--- config.mk ---
export PLATFORM = sky130hd
export DESIGN_NAME = pli_parallel_line
export DESIGN_NICKNAME = d
export VERILOG_FILES = /design/src/rtl/pli_pkg.sv /design/src/rtl/pli_parallel_line.sv
export SDC_FILE = /design/constraint.sdc
export NUM_CORES = 1
export LEC_CHECK = 0
export BUFFER_PORTS_ARGS = -buffer_cell sky130_fd_sc_hd__buf_2
export CAP_MARGIN = 20
export CORE_AREA = 2 2 166 249
export CTS_CLUSTER_SIZE = 24
export DETAILED_ROUTE_END_ITERATION = 12
export DIE_AREA = 0 0 168 251
export GPL_TIMING_DRIVEN = 1
export PLACE_DENSITY = 0.65
export SYNTH_ARGS = -nofsm -noshare
export SYNTH_HDL_FRONTEND = slang
export SYNTH_SLANG_ARGS = --single-unit
export TNS_END_PERCENT = 1
--- constraint.sdc ---
create_clock -name CLK -period 5.4 [get_ports CLK]
set_input_delay 0.27 -clock CLK [delete_from_list [all_inputs] [get_ports CLK]]
set_output_delay 0.27 -clock CLK [all_outputs]
set_load 0.01 [all_outputs]
--- src/rtl/pli_pkg.sv ---
// Package with offsets, field positions, reset values and timing counts of the parallel line port
`default_nettype none
package pli_pkg;
  // Register offsets within the device window
  localparam logic [2:0] OFS_CONTROL_STATUS = 3'h0;
  localparam logic [2:0] OFS_OUTPUT_BUFFER = 3'h2;
  localparam logic [2:0] OFS_INPUT_PORT = 3'h4;
  // Control/status field positions
  localparam int BIT_USER_0 = 0;
  localparam int BIT_USER_1 = 1;
  localparam int BIT_IRQ_ENABLE_B = 5;
  localparam int BIT_IRQ_ENABLE_A = 6;
  localparam int BIT_REQ_A = 7;
  localparam int BIT_REQ_B = 15;
  // Reset values
  localparam logic [15:0] OUTPUT_BUFFER_RESET = 16'h0000;
  localparam logic CONTROL_BIT_RESET = 1'b0;
  // Upper 8K window: top three byte-address bits set
  localparam logic [2:0] UPPER_WINDOW = 3'h7;
  // Depth of the pin synchroniser
  localparam int SYNC_STAGES = 2;
  // Clock and pulse timing
  localparam int CLK_PERIOD_NS = 8;
  localparam int NOMINAL_PULSE_NS = 300;
  localparam int MAX_PULSE_NS = 1200;
  localparam int MAX_PULSE_CYC = MAX_PULSE_NS / CLK_PERIOD_NS;
  // Width of the reply delay counter
  localparam int DELAY_W = 8;
  // Default depth of the output stream buffer
  localparam int FIFO_DEPTH = 16;
endpackage : pli_pkg
`default_nettype wire

--- src/rtl/pli_parallel_line.sv ---
// Output stream FIFO and the parallel line port top module
`default_nettype none

module pli_fifo #(
  parameter int WIDTH = 16,
  parameter int DEPTH = 16
) (
  // Clock and reset
  input wire logic clk,
  input wire logic arst_n,
  input wire logic clr,
  // Filling side
  input wire logic in_valid,
  output logic in_ready,
  input wire logic [WIDTH-1:0] in_data,
  // Draining side
  output logic out_valid,
  input wire logic out_ready,
  output logic [WIDTH-1:0] out_data
);
  localparam int AW = $clog2(DEPTH);
  logic [WIDTH-1:0] mem [DEPTH];  // Storage array
  logic [AW:0] wr_ptr;  // Write pointer with wrap bit
  logic [AW:0] rd_ptr;  // Read pointer with wrap bit
  logic full;
  logic empty;

  assign empty = (wr_ptr == rd_ptr);
  assign full = (wr_ptr[AW] != rd_ptr[AW]) && (wr_ptr[AW-1:0] == rd_ptr[AW-1:0]);
  assign in_ready = !full;
  assign out_valid = !empty;
  assign out_data = mem[rd_ptr[AW-1:0]];

  // Storage write
  always_ff @(posedge clk)
  begin
    if (in_valid && !full)
    begin
      mem[wr_ptr[AW-1:0]] <= in_data;
    end
  end

  // Pointer update
  always_ff @(posedge clk or negedge arst_n)
  begin
    if (!arst_n)
    begin
      wr_ptr <= '0;
      rd_ptr <= '0;
    end
    else if (clr)
    begin
      wr_ptr <= '0;
      rd_ptr <= '0;
    end
    else
    begin
      if (in_valid && !full)
      begin
        wr_ptr <= wr_ptr + 1'b1;
      end
      if (out_ready && !empty)
      begin
        rd_ptr <= rd_ptr + 1'b1;
      end
    end
  end
endmodule : pli_fifo

module pli_parallel_line #(
  parameter logic [15:0] DEV_BASE = 16'he800,  // Jumper base; arbitrary default
  parameter logic [15:0] VECTOR_A = 16'h0100,  // Vector A; arbitrary default
  parameter logic [15:0] VECTOR_B = 16'h0104,  // Vector B; arbitrary default
  parameter int REPLY_DELAY = 0,  // Reply hold-off in cycles, stretches pulses
  parameter int DEPTH = pli_pkg::FIFO_DEPTH
) (
  // Clock and reset
  input wire logic CLK,
  input wire logic ARST_N,
  // Processor bus, active low strobes
  input wire logic ADDRESS_SYNC_N,
  input wire logic BUS_INPUT_STROBE_N,
  input wire logic BUS_OUTPUT_STROBE_N,
  input wire logic WRITE_BYTE_FLAG_N,
  input wire logic IRQ_ACK_IN_N,
  input wire logic BUS_INITIALIZE_N,
  output logic BUS_REPLY_N,
  output logic BUS_IRQ_N,
  output logic IRQ_ACK_OUT_N,
  // Multiplexed address/data lines, three-signal pin
  input wire logic [15:0] BUS_ADDR_DATA_IN,
  output logic [15:0] BUS_ADDR_DATA_OUT,
  output logic BUS_ADDR_DATA_OE_N,
  // User device side
  input wire logic [15:0] DEVICE_INPUT_LINES,
  output logic [15:0] DEVICE_OUTPUT_LINES,
  output logic NEW_DATA_READY,
  output logic DATA_TRANSMITTED_PULSE,
  input wire logic REQ_A,
  input wire logic REQ_B,
  output logic USER_BIT_0,
  output logic USER_BIT_1,
  output logic INIT_OUT_A,
  output logic INIT_OUT_B_N,
  input wire logic MAINT_LOOPBACK,
  // Output word stream
  output logic STREAM_VALID,
  input wire logic STREAM_READY,
  output logic [15:0] STREAM_DATA
);
  localparam int NS = 41;  // Width of the synchronised pin bundle
  localparam logic [pli_pkg::DELAY_W-1:0] DELAY_CYC = pli_pkg::DELAY_W'(REPLY_DELAY);

  // Synchroniser stages; stage 0 feeds only stage 1
  logic [NS-1:0] sync_stage [pli_pkg::SYNC_STAGES];
  logic [NS-1:0] pins;
  logic sync_a, din_a, dout_a, wtbt_a, iaki_a, init_a, req_a_pin, req_b_pin, maint;
  logic [15:0] dal;  // Synchronised address/data
  logic [15:0] dev_in;  // Synchronised device input
  logic sync_prev;  // Delayed sync for edge detect
  logic sync_rise;
  logic addr_hit;
  logic device_selected;  // Set on sync leading edge
  logic [2:0] addr_lo;  // Captured address bits 0-2
  logic [15:0] output_buffer;
  logic user_bit_0, user_bit_1, irq_enable_a, irq_enable_b;
  logic req_a_eff, req_b_eff, pend_a, pend_b;
  logic vec_phase;  // Vector being returned
  logic vec_is_b;  // Which vector is returned
  logic pass_ack;  // Acknowledge passed downstream
  logic wr_done;  // Write of this strobe completed
  logic [pli_pkg::DELAY_W-1:0] delay_cnt;
  logic delay_ok;
  logic sel_csr, sel_obuf, sel_inp;
  logic do_write;
  logic fifo_in_ready;
  logic reply_ok;
  logic [15:0] next_output_buffer;
  logic [15:0] read_data;
  logic [15:0] input_port;

  assign pins = {BUS_ADDR_DATA_IN, DEVICE_INPUT_LINES, ~ADDRESS_SYNC_N, ~BUS_INPUT_STROBE_N,
                 ~BUS_OUTPUT_STROBE_N, ~WRITE_BYTE_FLAG_N, ~IRQ_ACK_IN_N, ~BUS_INITIALIZE_N,
                 REQ_A, REQ_B, MAINT_LOOPBACK};

  // Two-flop synchroniser chain for every pin input
  generate
    for (genvar i = 0; i < pli_pkg::SYNC_STAGES; i++)
    begin : g_sync
      always_ff @(posedge CLK or negedge ARST_N)
      begin
        if (!ARST_N)
        begin
          sync_stage[i] <= '0;
        end
        else
        begin
          sync_stage[i] <= (i == 0) ? pins : sync_stage[(i == 0) ? 0 : i - 1];
        end
      end
    end
  endgenerate

  assign {dal, dev_in, sync_a, din_a, dout_a, wtbt_a, iaki_a, init_a, req_a_pin, req_b_pin,
          maint} = sync_stage[pli_pkg::SYNC_STAGES-1];

  // Register picked by a captured offset
  function automatic logic hits(input logic [2:0] lo, input logic [2:0] ofs);
    hits = (lo[2:1] == ofs[2:1]);
  endfunction : hits

  assign sync_rise = sync_a && !sync_prev;
  assign addr_hit = (dal[15:13] == pli_pkg::UPPER_WINDOW)
                    && (dal[12:3] == DEV_BASE[12:3]);
  assign sel_csr = device_selected && hits(addr_lo, pli_pkg::OFS_CONTROL_STATUS);
  assign sel_obuf = device_selected && hits(addr_lo, pli_pkg::OFS_OUTPUT_BUFFER);
  assign sel_inp = device_selected && hits(addr_lo, pli_pkg::OFS_INPUT_PORT);
  assign delay_ok = (delay_cnt >= DELAY_CYC);
  // A full stream buffer holds the write and therefore the reply
  assign do_write = device_selected && dout_a && !wr_done && delay_ok
                    && (!sel_obuf || fifo_in_ready);
  assign reply_ok = ((device_selected && ((dout_a && wr_done) || (din_a && delay_ok)))
                    || (vec_phase && din_a && delay_ok)) && !init_a;

  // Loopback feeds user bits into the request inputs
  assign req_a_eff = maint ? user_bit_0 : req_a_pin;
  assign req_b_eff = maint ? user_bit_1 : req_b_pin;
  assign pend_a = irq_enable_a && req_a_eff;
  assign pend_b = irq_enable_b && req_b_eff;
  assign input_port = maint ? output_buffer : dev_in;

  // Byte lanes of the output buffer
  always_comb
  begin
    next_output_buffer = output_buffer;
    if (!wtbt_a)
    begin
      next_output_buffer = dal;
    end
    else if (addr_lo[0])
    begin
      next_output_buffer[15:8] = dal[15:8];
    end
    else
    begin
      next_output_buffer[7:0] = dal[7:0];
    end
  end

  // Read multiplexer
  always_comb
  begin
    read_data = '0;
    if (vec_phase)
    begin
      read_data = vec_is_b ? VECTOR_B : VECTOR_A;
    end
    else if (sel_csr)
    begin
      read_data[pli_pkg::BIT_REQ_B] = req_b_eff;
      read_data[pli_pkg::BIT_REQ_A] = req_a_eff;
      read_data[pli_pkg::BIT_IRQ_ENABLE_A] = irq_enable_a;
      read_data[pli_pkg::BIT_IRQ_ENABLE_B] = irq_enable_b;
      read_data[pli_pkg::BIT_USER_1] = user_bit_1;
      read_data[pli_pkg::BIT_USER_0] = user_bit_0;
    end
    else if (sel_obuf)
    begin
      read_data = output_buffer;
    end
    else if (sel_inp)
    begin
      read_data = input_port;
    end
  end

  // Device select flag and captured offset
  always_ff @(posedge CLK or negedge ARST_N)
  begin
    if (!ARST_N)
    begin
      sync_prev <= 1'b0;
      device_selected <= 1'b0;
      addr_lo <= '0;
    end
    else
    begin
      sync_prev <= sync_a;
      if (sync_rise)
      begin
        device_selected <= addr_hit && !init_a;
        addr_lo <= dal[2:0];
      end
      else if (!sync_a || init_a)
      begin
        device_selected <= 1'b0;
      end
    end
  end

  // Write completion and reply hold-off counter
  always_ff @(posedge CLK or negedge ARST_N)
  begin
    if (!ARST_N)
    begin
      wr_done <= 1'b0;
      delay_cnt <= '0;
    end
    else
    begin
      if (!dout_a)
      begin
        wr_done <= 1'b0;
      end
      else if (do_write)
      begin
        wr_done <= 1'b1;
      end
      if ((din_a || dout_a) && (device_selected || vec_phase))
      begin
        if (!delay_ok)
        begin
          delay_cnt <= delay_cnt + 1'b1;
        end
      end
      else
      begin
        delay_cnt <= '0;
      end
    end
  end

  // Output buffer latches
  always_ff @(posedge CLK or negedge ARST_N)
  begin
    if (!ARST_N)
    begin
      output_buffer <= pli_pkg::OUTPUT_BUFFER_RESET;
    end
    else if (init_a)
    begin
      output_buffer <= pli_pkg::OUTPUT_BUFFER_RESET;
    end
    else if (do_write && sel_obuf)
    begin
      output_buffer <= next_output_buffer;
    end
  end

  // Control/status writable bits; only the low byte holds any
  always_ff @(posedge CLK or negedge ARST_N)
  begin
    if (!ARST_N)
    begin
      user_bit_0 <= pli_pkg::CONTROL_BIT_RESET;
      user_bit_1 <= pli_pkg::CONTROL_BIT_RESET;
      irq_enable_a <= pli_pkg::CONTROL_BIT_RESET;
      irq_enable_b <= pli_pkg::CONTROL_BIT_RESET;
    end
    else if (init_a)
    begin
      user_bit_0 <= pli_pkg::CONTROL_BIT_RESET;
      user_bit_1 <= pli_pkg::CONTROL_BIT_RESET;
      irq_enable_a <= pli_pkg::CONTROL_BIT_RESET;
      irq_enable_b <= pli_pkg::CONTROL_BIT_RESET;
    end
    else if (do_write && sel_csr && !(wtbt_a && addr_lo[0]))
    begin
      user_bit_0 <= dal[pli_pkg::BIT_USER_0];
      user_bit_1 <= dal[pli_pkg::BIT_USER_1];
      irq_enable_a <= dal[pli_pkg::BIT_IRQ_ENABLE_A];
      irq_enable_b <= dal[pli_pkg::BIT_IRQ_ENABLE_B];
    end
  end

  // Interrupt acknowledge: serve A first, else pass down
  always_ff @(posedge CLK or negedge ARST_N)
  begin
    if (!ARST_N)
    begin
      vec_phase <= 1'b0;
      vec_is_b <= 1'b0;
      pass_ack <= 1'b0;
    end
    else if (init_a || !iaki_a)
    begin
      vec_phase <= 1'b0;
      pass_ack <= 1'b0;
    end
    else if (!vec_phase && !pass_ack)
    begin
      if (!pend_a && !pend_b)
      begin
        pass_ack <= 1'b1;
      end
      else if (din_a)
      begin
        vec_phase <= 1'b1;
        vec_is_b <= !pend_a;
      end
    end
  end

  // Registered bus-side outputs
  always_ff @(posedge CLK or negedge ARST_N)
  begin
    if (!ARST_N)
    begin
      BUS_REPLY_N <= 1'b1;
      BUS_IRQ_N <= 1'b1;
      IRQ_ACK_OUT_N <= 1'b1;
      BUS_ADDR_DATA_OUT <= '0;
      BUS_ADDR_DATA_OE_N <= 1'b1;
    end
    else
    begin
      BUS_REPLY_N <= !reply_ok;
      BUS_IRQ_N <= !((pend_a || pend_b) && !vec_phase && !init_a);
      IRQ_ACK_OUT_N <= !(pass_ack && iaki_a);
      BUS_ADDR_DATA_OUT <= read_data;
      BUS_ADDR_DATA_OE_N <= !(din_a && (device_selected || vec_phase) && !init_a);
    end
  end

  // Registered device-side outputs
  always_ff @(posedge CLK or negedge ARST_N)
  begin
    if (!ARST_N)
    begin
      NEW_DATA_READY <= 1'b0;
      DATA_TRANSMITTED_PULSE <= 1'b0;
      INIT_OUT_A <= 1'b0;
      INIT_OUT_B_N <= 1'b1;
    end
    else
    begin
      NEW_DATA_READY <= sel_obuf && dout_a;
      DATA_TRANSMITTED_PULSE <= sel_inp && din_a;
      INIT_OUT_A <= init_a;
      INIT_OUT_B_N <= !init_a;
    end
  end

  assign DEVICE_OUTPUT_LINES = output_buffer;
  assign USER_BIT_0 = user_bit_0;
  assign USER_BIT_1 = user_bit_1;

  // Every written buffer value also enters the stream; an initialize clear does not
  pli_fifo #(
    .WIDTH(16),
    .DEPTH(DEPTH)
  ) u_fifo (
    .clk(CLK),
    .arst_n(ARST_N),
    .clr(init_a),
    .in_valid(do_write && sel_obuf),
    .in_ready(fifo_in_ready),
    .in_data(next_output_buffer),
    .out_valid(STREAM_VALID),
    .out_ready(STREAM_READY),
    .out_data(STREAM_DATA)
  );
endmodule : pli_parallel_line
`default_nettype wire

== Yosys cells after proc, flatten, opt, wreduce, memory -nomap -nowiden ==
Memory sizes are Yosys's and may differ from the RTL's.
Index checks and enable logic that the tools add are counted.

* Register bits: 153
* Memory bits (writable): 256
* Input bits: 44
* Output and inout bits: 59
* Logic and storage cells: 165
* Memories: 1

* $add $sub $neg: 3
* $lt $le $gt $ge: 1
* Equality and inequality tests: 10
* Multiplexer cells: 44
* Bitwise logic cells: 8
* Reductions and logical operators: 72

{| class="wikitable"
|+ Memories
! memory !! depth !! width !! read ports !! clocked after Yosys merged registers in !! wr ports !! RTL line !! text
|-
| u_fifo.mem || 16 || 16 || 1 || 0 || 1 || pli_parallel_line.sv:22 || <nowiki>logic [WIDTH-1:0] mem [DEPTH];</nowiki>
|}

{| class="wikitable"
|+ Operators by type and width
! cell !! count
|-
| $mux W16 || 7
|-
| $logic_and A1 B1 Y1 || 35
|-
| $mux W8 || 4
|-
| $mux W1 || 24
|-
| $mux W5 || 4
|-
| $logic_not A1 Y1 || 17
|-
| $reduce_bool A2 Y1 || 8
|-
| $add A5 B1 Y5 const B || 2
|-
| $eq A10 B9 Y1 const B || 1
|-
| $mux W3 || 3
|-
| $add A8 B1 Y8 const B || 1
|-
| $ge A8 B1 Y1 const B || 1
|-
| $logic_or A1 B1 Y1 || 8
|-
| $not A1 Y1 || 8
|-
| $mux W7 || 1
|-
| $eq A5 B5 Y1 || 1
|-
| $eq A4 B4 Y1 || 1
|-
| $ne A2 B2 Y1 const B || 2
|-
| $reduce_and A4 Y1 || 1
|-
| $eq A3 B3 Y1 const B || 1
|-
| $reduce_and A3 Y1 || 1
|-
| $eq A2 B1 Y1 const B || 1
|-
| $eq A2 B2 Y1 const B || 1
|-
| $logic_not A2 Y1 || 1
|-
| 4 further kinds || 4
|}

== Logic depth before layout (Yosys ltp) ==
Gate-level depths: netlist of run 1.

* Depth after elaboration: 9
* Gate-level depth with buffers: 7

== By module ==
Synthesis of run 1 repeated with hierarchy kept, for this count alone.

* Cell total of the unflattened synthesis: 780
* Area total of the unflattened synthesis: 15218.3 um^2

{| class="wikitable"
|+ By module, submodules not included
! module !! times used !! cells each !! area each (um^2) !! sequential area each (um^2)
|-
| pli_fifo || 1 || 451 || 10466.3 || 7937.6
|-
| pli_parallel_line || 1 || 329 || 4752.1 || 3384.5
|}

== Worst setup path before layout of run 1 ==
No wires, ideal clock.

* Path type: register to register
* Start: register u_fifo.wr_ptr[2]
* End: memory u_fifo.mem[3][0] (enable)
* Setup time: 0.431 ns
* Arrival time: 2.805 ns
* Data required time: 4.969 ns
* Slack: 2.164 ns
* Stages on the path, launching flop included: 7
* Path buffers: 2
* Cells stage by stage: dfrtp_1 buf_2 xnor2_1 and4_1 buf_2 a21oi_2 nor4bb_1

* Longest elaborated chain between the ends: 9

{| class="wikitable"
|+ Ends and longest elaborated chain
! item !! RTL line !! text
|-
| from (decl) || pli_parallel_line.sv:23 || <nowiki>logic [AW:0] wr_ptr;</nowiki>
|-
| from (signal assigned) || pli_parallel_line.sv:60 || <nowiki>wr_ptr <= wr_ptr + 1'b1;</nowiki>
|-
| $eq A4 B4 Y1 || pli_parallel_line.sv:29 || <nowiki>assign full = (wr_ptr[AW] != rd_ptr[AW]) && (wr_ptr[AW-1:0] == rd_ptr[AW-1:0]);</nowiki>
|-
| $logic_and A1 B1 Y1 || pli_parallel_line.sv:29 ||
|-
| $logic_not A1 Y1 || pli_parallel_line.sv:30, pli_parallel_line.sv:37 ||
|-
| $logic_or A1 B1 Y1 || pli_parallel_line.sv:181 || <nowiki>&& (!sel_obuf || fifo_in_ready);</nowiki>
|-
| $logic_and A1 B1 Y1 || pli_parallel_line.sv:181 ||
|-
| $logic_and A1 B1 Y1 || pli_parallel_line.sv:416 || <nowiki>.in_valid(do_write && sel_obuf),</nowiki>
|-
| $logic_and A1 B1 Y1 || pli_parallel_line.sv:37 || <nowiki>if (in_valid && !full)</nowiki>
|-
| $mux W1 || pli_parallel_line.sv:37 ||
|-
| $mux W1 (implied by the code) || pli_parallel_line.sv:39 || <nowiki>mem[wr_ptr[AW-1:0]] <= in_data;</nowiki>
|-
| to (decl) || pli_parallel_line.sv:22 ||
|}

Several ways; a longest one is shown, not always the timed one.

== Worst setup path after layout of run 1 ==
* Start: register u_fifo.rd_ptr[3]
* End: memory u_fifo.mem[10][10] (enable)

* Longest elaborated chain between the ends: 9

{| class="wikitable"
|+ Ends and longest elaborated chain
! item !! RTL line !! text
|-
| from (decl) || pli_parallel_line.sv:24 || <nowiki>logic [AW:0] rd_ptr;</nowiki>
|-
| from (signal assigned) || pli_parallel_line.sv:64 || <nowiki>rd_ptr <= rd_ptr + 1'b1;</nowiki>
|-
| $eq A4 B4 Y1 * || pli_parallel_line.sv:29 ||
|-
| $logic_and A1 B1 Y1 * || pli_parallel_line.sv:29 ||
|-
| $logic_not A1 Y1 * || pli_parallel_line.sv:30, pli_parallel_line.sv:37 ||
|-
| $logic_or A1 B1 Y1 || pli_parallel_line.sv:181 ||
|-
| $logic_and A1 B1 Y1 || pli_parallel_line.sv:181 ||
|-
| $logic_and A1 B1 Y1 || pli_parallel_line.sv:416 ||
|-
| $logic_and A1 B1 Y1 * || pli_parallel_line.sv:37 ||
|-
| $mux W1 * || pli_parallel_line.sv:37 ||
|-
| $mux W1 (implied by the code) * || pli_parallel_line.sv:39 ||
|}

Every way passes the cells marked *; elsewhere a longest branch is shown, timed or not.

==> results of run 1 <==
stage by stage:
stage	cell area, um^2	power [uW]
final	17700	6080
after global routing	17700	6270
after CTS	17700	6130
after detailed placement	16100	3570
after global placement	16100	3570
after floorplan	15100	3480
path summary, 6_finish.rpt:
kind	start	endpoint	slack (ps)	depth (start not counted)
min in group asynchronous	ARST_N	dev_in[12]	340	2
min reg2reg	sync_stage[67]	dal[1]	340	0
max reg2reg	u_fifo.rd_ptr[3]	u_fifo.mem[10][10]	1620	5
max in group asynchronous	ARST_N	req_a_pin	3810	3
max	u_fifo.rd_ptr[3]	u_fifo.mem[10][10]	1620	5
min	STREAM_READY	u_fifo.rd_ptr[1]	210	3
cell type report:
class,count,area (um^2),area share
sequential,401,11300,0.639
timing repair buffer,156,1030,0.0579
clock inverter,18,166,0.00938
clock buffer,45,1010,0.0569
multi-input combinational,326,3530,0.199
inverter,12,45.0,0.00254
antenna,1,2.50,0.000141
tap,506,633,0.0357
cells in the final DEF (no fill, tap or decap), types with 4 or more instances in the layout:
cell type and count:
and4_1 4, and4b_1 7, mux2_2 27, o21ai_0 25, dfstp_2 5, and3_1 5
nor2b_1 11, nor2_1 35, o2111ai_1 7, dfrtp_1 138, nand2_1 39, clkbuf_8 5
clkinv_2 10, edfxtp_1 256, nand4_1 4, a22oi_1 10, xnor2_1 5, ha_1 5
clkbuf_16 37, buf_4 12, mux4_2 80, dlygate4sd3_1 42, mux2i_1 16, buf_2 101
inv_1 12, a21oi_1 7
critical path: cells and delay by family (launching register included):
family	cells	cell delay, ps
and+or+nand+nor	2	1080
DFF	1	990
AOI/OAI and AO/OA	1	770
buffers and inverters	1	370
xor gates and xnor gates	1	190
logic make-up after synthesis:
kind of cell | Yosys count
AOI/OAI and AO/OA | 65
xor gates and xnor gates | 6
adders and majority gates | 5
buffers and inverters | 53
DFF | 401
muxes | 124
and+or+nand+nor | 126
power by group through the flow:
stage               clock [uW]  combinational, uW  sequential [uW]
floorplan                    0               75.7             3400
global placement             0                154             3420
detailed placement           0                158             3420
CTS                       2600                181             3350
global route              2710                199             3360
finish                    2550                179             3350
sequential cells by signal (all words and copies together) (netlist names), 5 cells and up:
signal and count:
u_fifo.wr_ptr 5, u_fifo.rd_ptr 5, DEVICE_OUTPUT_LINES 16, dal 16, u_fifo.mem 256, BUS_ADDR_DATA_OUT 16
dev_in 16, sync_stage 42
metal layers:
layer | wire, um | part of all wire | global-route usage
met5 | 0 | 0 | 0
met4 | 1570 | 0.048 | 0.0730
met3 | 1320 | 0.041 | 0.0249
met2 | 17800 | 0.55 | 0.293
met1 | 11800 | 0.36 | 0.173
timing repair:
| item | CTS | global route |
|---|---|---|
| buffers inserted | 0 | 0 |
| hold buffers | 42 | 0 |
| endpoints found under the hold margin | 121 | 0 |
==> results.sh, run 1 <==
export IMPL_p_clk_frac=0.419
export IMPL_synth_top_family_by_area="multiplexers"
export IMPL_cts_tree="done"
export IMPL_fin_setup_tns_ps=0
export IMPL_p_sw_frac=0.201
export IMPL_grt_ovfl_total=0
export IMPL_dp_hpwl_um=21400
export IMPL_whs_ps=210
export IMPL_port_buffers=102
export IMPL_critPathMaxFanout=21
export IMPL_peakVddDrop_uv=292
export IMPL_wirelength_um=32600
export IMPL_drc=0
export IMPL_cts_root_buf="clkbuf_16"
export IMPL_synth_edf_count=256
export IMPL_ys_seq_elements=401
export IMPL_yosys_warnings=0
export IMPL_ant_nets=0
export IMPL_die_h_um=251
export IMPL_seqPwrFrac=0.551
export IMPL_p_leak_uw=0.00648
export IMPL_setup_slack_ps=1620
export IMPL_grt_pass1_wl_um=49000
export IMPL_initial_core_util=0.377
export IMPL_synthSimpleGateAreaFrac=0.0448
export IMPL_antenna_found_initial=1
export IMPL_firstDrtPassIters=6
export IMPL_grt_usage=0.157
export IMPL_ios=103
export IMPL_grt_pass1_vias=7901
export IMPL_synth_area_um2=15100
export IMPL_post_drt_wl_per_cell_um=22.2
export IMPL_yosysMostFrequentCell="edfxtp_1"
export IMPL_cts_buffers=35
export IMPL_grt_max_degree=83
export IMPL_place_congestion=0.841
export IMPL_timing_final_crit_share=0.701
export IMPL_power_internal_uw=4860
export IMPL_critPathLaunchType="flop"
export IMPL_synth_common_cells="edfxtp_1 (256), dfrtp_1 (140), mux4_2 (80)"
export IMPL_nets=981
export IMPL_drive_above_1_share=0.307
export IMPL_combPwrFrac=0.029
export IMPL_power_density_nw_per_um2=343
export IMPL_setup_violations_final=0
export IMPL_cts_resized_gates=0
export IMPL_crit_slowest_cell="dfrtp_1"
export IMPL_cts_sinks=401
export IMPL_netlist_area_leader_share=0.510
export IMPL_required_ps=5550
export IMPL_place_worst_setup_slack_ps=1650
export IMPL_clk_path_buf_depth=3
export IMPL_status="completed"
export IMPL_stdcell_count=1465
export IMPL_placedCellCount=1358
export IMPL_drt_iter0_markers=580
export IMPL_h_tree_depth=2
export IMPL_yosys_area_top_type="edfxtp_1"
export IMPL_fillCellCount=3346
export IMPL_crit_arrival_ps=3930
export IMPL_die_area_um2=42200
export IMPL_core_area_um2=40000
export IMPL_end_kind="flop"
export IMPL_maxCapViolations=0
export IMPL_worst_setup_path_type="reg2reg"
export IMPL_fin_skew_ps=17.0
export IMPL_synth_area_leaders="edfxtp_1 (51%), dfrtp_1 (23%), mux4_2 (12%), mux2_2 (2.0%), mux2i_1 (1.1%)"
export IMPL_max_freq_ghz=0.264
export IMPL_die_w_um=168
export IMPL_viasPerCell=5.09
export IMPL_row_count=90
export IMPL_muxShareOfSynthArea=0.151
export IMPL_hp_class="in2reg"
export IMPL_insertion_delay_ps=530
export IMPL_synth_area_per_cell_um2=19.3
export IMPL_worstPathCellList="xnor2_1 > and4_1 > a21oi_2 > buf_4 > and4b_1"
export IMPL_cts_clk_slew_worst_paths_ps=70
export IMPL_synthFlopType="edfxtp_1"
export IMPL_synth_compound_area_frac=0.0281
export IMPL_async_flop_share=0.362
export IMPL_synthXorXnorAreaFrac=0.00349
export IMPL_vias=7464
export IMPL_finalHoldViolCount=0
export IMPL_slew_headroom=0.340
export IMPL_min_period_ps=3780
export IMPL_switchingPower_uw=1220
export IMPL_area_growth_pct=17.7
export IMPL_rsz0062_at_grt="no"
export IMPL_slew_violations=0
export IMPL_critPathMaxStageDelay_ps=990
export IMPL_final_core_util=0.444
export IMPL_syn_inst=780
export IMPL_syn_num_nets=829
export IMPL_synth_cell_types=51
export IMPL_yosysSeqAreaShare=0.751
export IMPL_synthAdderAreaFrac=0.00415
export IMPL_tightest_slew_ps=990
(Power assumes the default switching activity.)
==> run 2, diff against run 1 <==
ABC_AREA = 1   (was not set)
CORE_AREA = 2 2 167 251   (was 2 2 166 249)
DIE_AREA = 0 0 169 253   (was 0 0 168 251)
PLACE_DENSITY = 0.67   (was 0.65)
clock period = 3.05 ns   (was 5.4 ns; I/O delays follow)
==> run 2 against run 1 <==
Against the previous run:
- flip-flop and latch count is the same
- clock skew rose by 4.9 ps
- first-iteration DRC count rose by 69%
- critical path depth is 1 higher
- via count up 33%
- clock power increased by 70%
- core utilization grew 0.059 points
- combinational power grew 97%
- synthesized cell count grew 55%
- sequential share of layout area down 1.3 points
- total power is 75% higher
==> results.sh, run 2 <==
export IMPL_fin_area_um2=18100
export IMPL_ys_seq_elements=401
export IMPL_end_kind="output pin"
export IMPL_postCtsHoldBufs=43
export IMPL_fillCellCount=3606
export IMPL_async_flop_share=0.362
export IMPL_yosys_warnings=0
export IMPL_synth_area_um2=15200
export IMPL_grt_pass1_vias=9696
export IMPL_num_antenna_cells=0
export IMPL_synth_common_cells="edfxtp_1 (256), nor2_1 (176), o21ai_0 (172)"
export IMPL_worstPathCellList="buf_4 > o21ai_0 > o221ai_1 > nand3_1 > nand3_1 > buf_2"
export IMPL_synthFlopType="edfxtp_1"
export IMPL_die_area_um2=42800
export IMPL_critPathMaxStageDelay_ps=660
export IMPL_peakVddDrop_uv=539
export IMPL_row_count=91
export IMPL_required_ps=2900
export IMPL_finalHoldViolCount=0
export IMPL_max_freq_ghz=0.347
export IMPL_yosysSeqAreaShare=0.743
export IMPL_viasPerCell=5.17
export IMPL_syn_num_nets=1256
export IMPL_drc=0
export IMPL_rsz0062_at_grt="no"
export IMPL_critPathMaxFanout=60
export IMPL_grt_ovfl_total=0
export IMPL_die_w_um=169
export IMPL_critPathLaunchType="flop"
export IMPL_dpl_cell_area_um2=16600
export IMPL_cts_tree="done"
export IMPL_hp_class="in2async"
export IMPL_fin_setup_tns_ps=0
export IMPL_timing_final_crit_share=0.944
export IMPL_yosys_area_top_type="edfxtp_1"
export IMPL_cts_clk_slew_worst_paths_ps=60
export IMPL_wirelength_um=36400
export IMPL_crit_arrival_ps=2730
export IMPL_synth_area_per_cell_um2=12.6
export IMPL_final_common_cell="edfxtp_1"
export IMPL_p_leak_uw=0.00695
export IMPL_multiInputGateArea_um2=3450
export IMPL_setup_violations_final=0
export IMPL_crit_slowest_cell="dfrtp_4"
export IMPL_cts_root_buf="clkbuf_16"
export IMPL_clk_path_buf_depth=3
export IMPL_syn_inst=1207
export IMPL_synth_cell_types=43
export IMPL_area_growth_pct=18.9
export IMPL_worst_setup_path_type="reg2out"
export IMPL_grt_pass1_wl_um=55400
export IMPL_cts_resized_gates=0
export IMPL_min_period_ps=2880
export IMPL_grt_max_degree=75
export IMPL_nets=1430
export IMPL_largest_reg_flops=256
export IMPL_status="completed"
export IMPL_maxCapViolations=0
export IMPL_cts_sinks=401
export IMPL_tightest_slew_ps=690
export IMPL_yosysMostFrequentCell="edfxtp_1"
export IMPL_firstDrtPassIters=7
export IMPL_synth_edf_count=256
export IMPL_ant_nets=0
export IMPL_port_buffers=102
export IMPL_initial_core_util=0.374
export IMPL_fin_skew_ps=21.9
export IMPL_cts_buffers=34
export IMPL_place_congestion=0.874
export IMPL_drive_above_1_share=0.184
export IMPL_grt_usage=0.169
export IMPL_insertion_delay_ps=540
export IMPL_ios=103
export IMPL_h_tree_depth=2
export IMPL_die_h_um=253
export IMPL_worst_path_most_repeated_cell="nand3_1"
export IMPL_core_area_um2=40800
export IMPL_post_drt_wl_per_cell_um=19.0
export IMPL_whs_ps=215
export IMPL_drt_iter0_markers=980
export IMPL_cts_setup_buffers=0
export IMPL_dp_hpwl_um=23600
export IMPL_synth_area_leaders="edfxtp_1 (50%), dfrtp_1 (23%), o21ai_0 (5.6%), nor2_1 (4.3%), nand2_1 (3.6%)"
export IMPL_final_cell_mix="edfxtp_1 (256), nor2_1 (176), o21ai_0 (171), nand2_1 (148), dfrtp_1 (138)"
export IMPL_slew_headroom=0.537
export IMPL_antenna_found_initial=0
export IMPL_seqCellArea_um2=11300
export IMPL_vias=9917
export IMPL_power_density_nw_per_um2=586
export IMPL_slew_violations=0
export IMPL_netlist_area_leader_share=0.504
==> run 2: metrics by stage <==
stage | cells | setup slack [ps] | utilization | power (uW)
6_report | 1917 | 172 | 0.444 | 10600
5_1_grt | 1917 | 9.12 | 0.444 | 10900
4_1_cts | 1917 | 186 | 0.444 | 10700
3_5_place_dp | 1813 | 719 | 0.406 | 6360
3_3_place_gp | 1813 | 756 | 0.406 | 6350
2_1_floorplan | 1207 | 551 | - | 6170
==> run 2: worst max-delay path, delay by kind of cell, from the launching register on <==
family / cells / cell delay (ps)
AOI/OAI and AO/OA: 2 / 480
and+or+nand+nor: 2 / 310
DFF: 1 / 660
buffers and inverters: 2 / 690
==> run 2: worst paths after layout <==
check,from,end,slack (ps),cells past startpoint
max reg2reg,u_fifo.rd_ptr[1],u_fifo.mem[4][0],680,10
max,u_fifo.rd_ptr[0],STREAM_DATA[4],170,6
min reg2reg,sync_stage[69],dal[3],350,0
max in group asynchronous,ARST_N,DEVICE_OUTPUT_LINES[13],2020,3
min,ARST_N,init_a,210,2
min in group CLK,DEVICE_INPUT_LINES[8],sync_stage[58],250,2
==> run 2: power by group <==
group / switching [uW] / internal (uW) / total (uW)
clock network: 1930 / 2410 / 4330
logic: 238 / 113 / 352
registers: 33.3 / 5900 / 5930
==> run 2: logic make-up after synthesis <==
group | share of synthesized area
flops | 0.743
xor+xnor | 0.00287
buf+inv | 0.0314
simple gates | 0.106
fa+ha+maj | 0.00411
compound gates | 0.112
mux | 0.00131
==> run 2: layout make-up <==
cell class,instances,area share
Clock buffer,49,0.0576
Inverter,56,0.0117
Multi-Input combinational cell,690,0.190
Clock inverter,12,0.00463
Timing Repair Buffer,198,0.0750
Tap cell,511,0.0353
Sequential cell,401,0.625
==> run 2: routing by layer <==
metal / vias up / track usage / part of all wire
met3: 97 / 0.0259 / 0.047
li1: 4618 / - / -
met5: - / 0 / 0
met2: 340 / 0.300 / 0.52
met4: 0 / 0.0845 / 0.047
met1: 4862 / 0.199 / 0.38
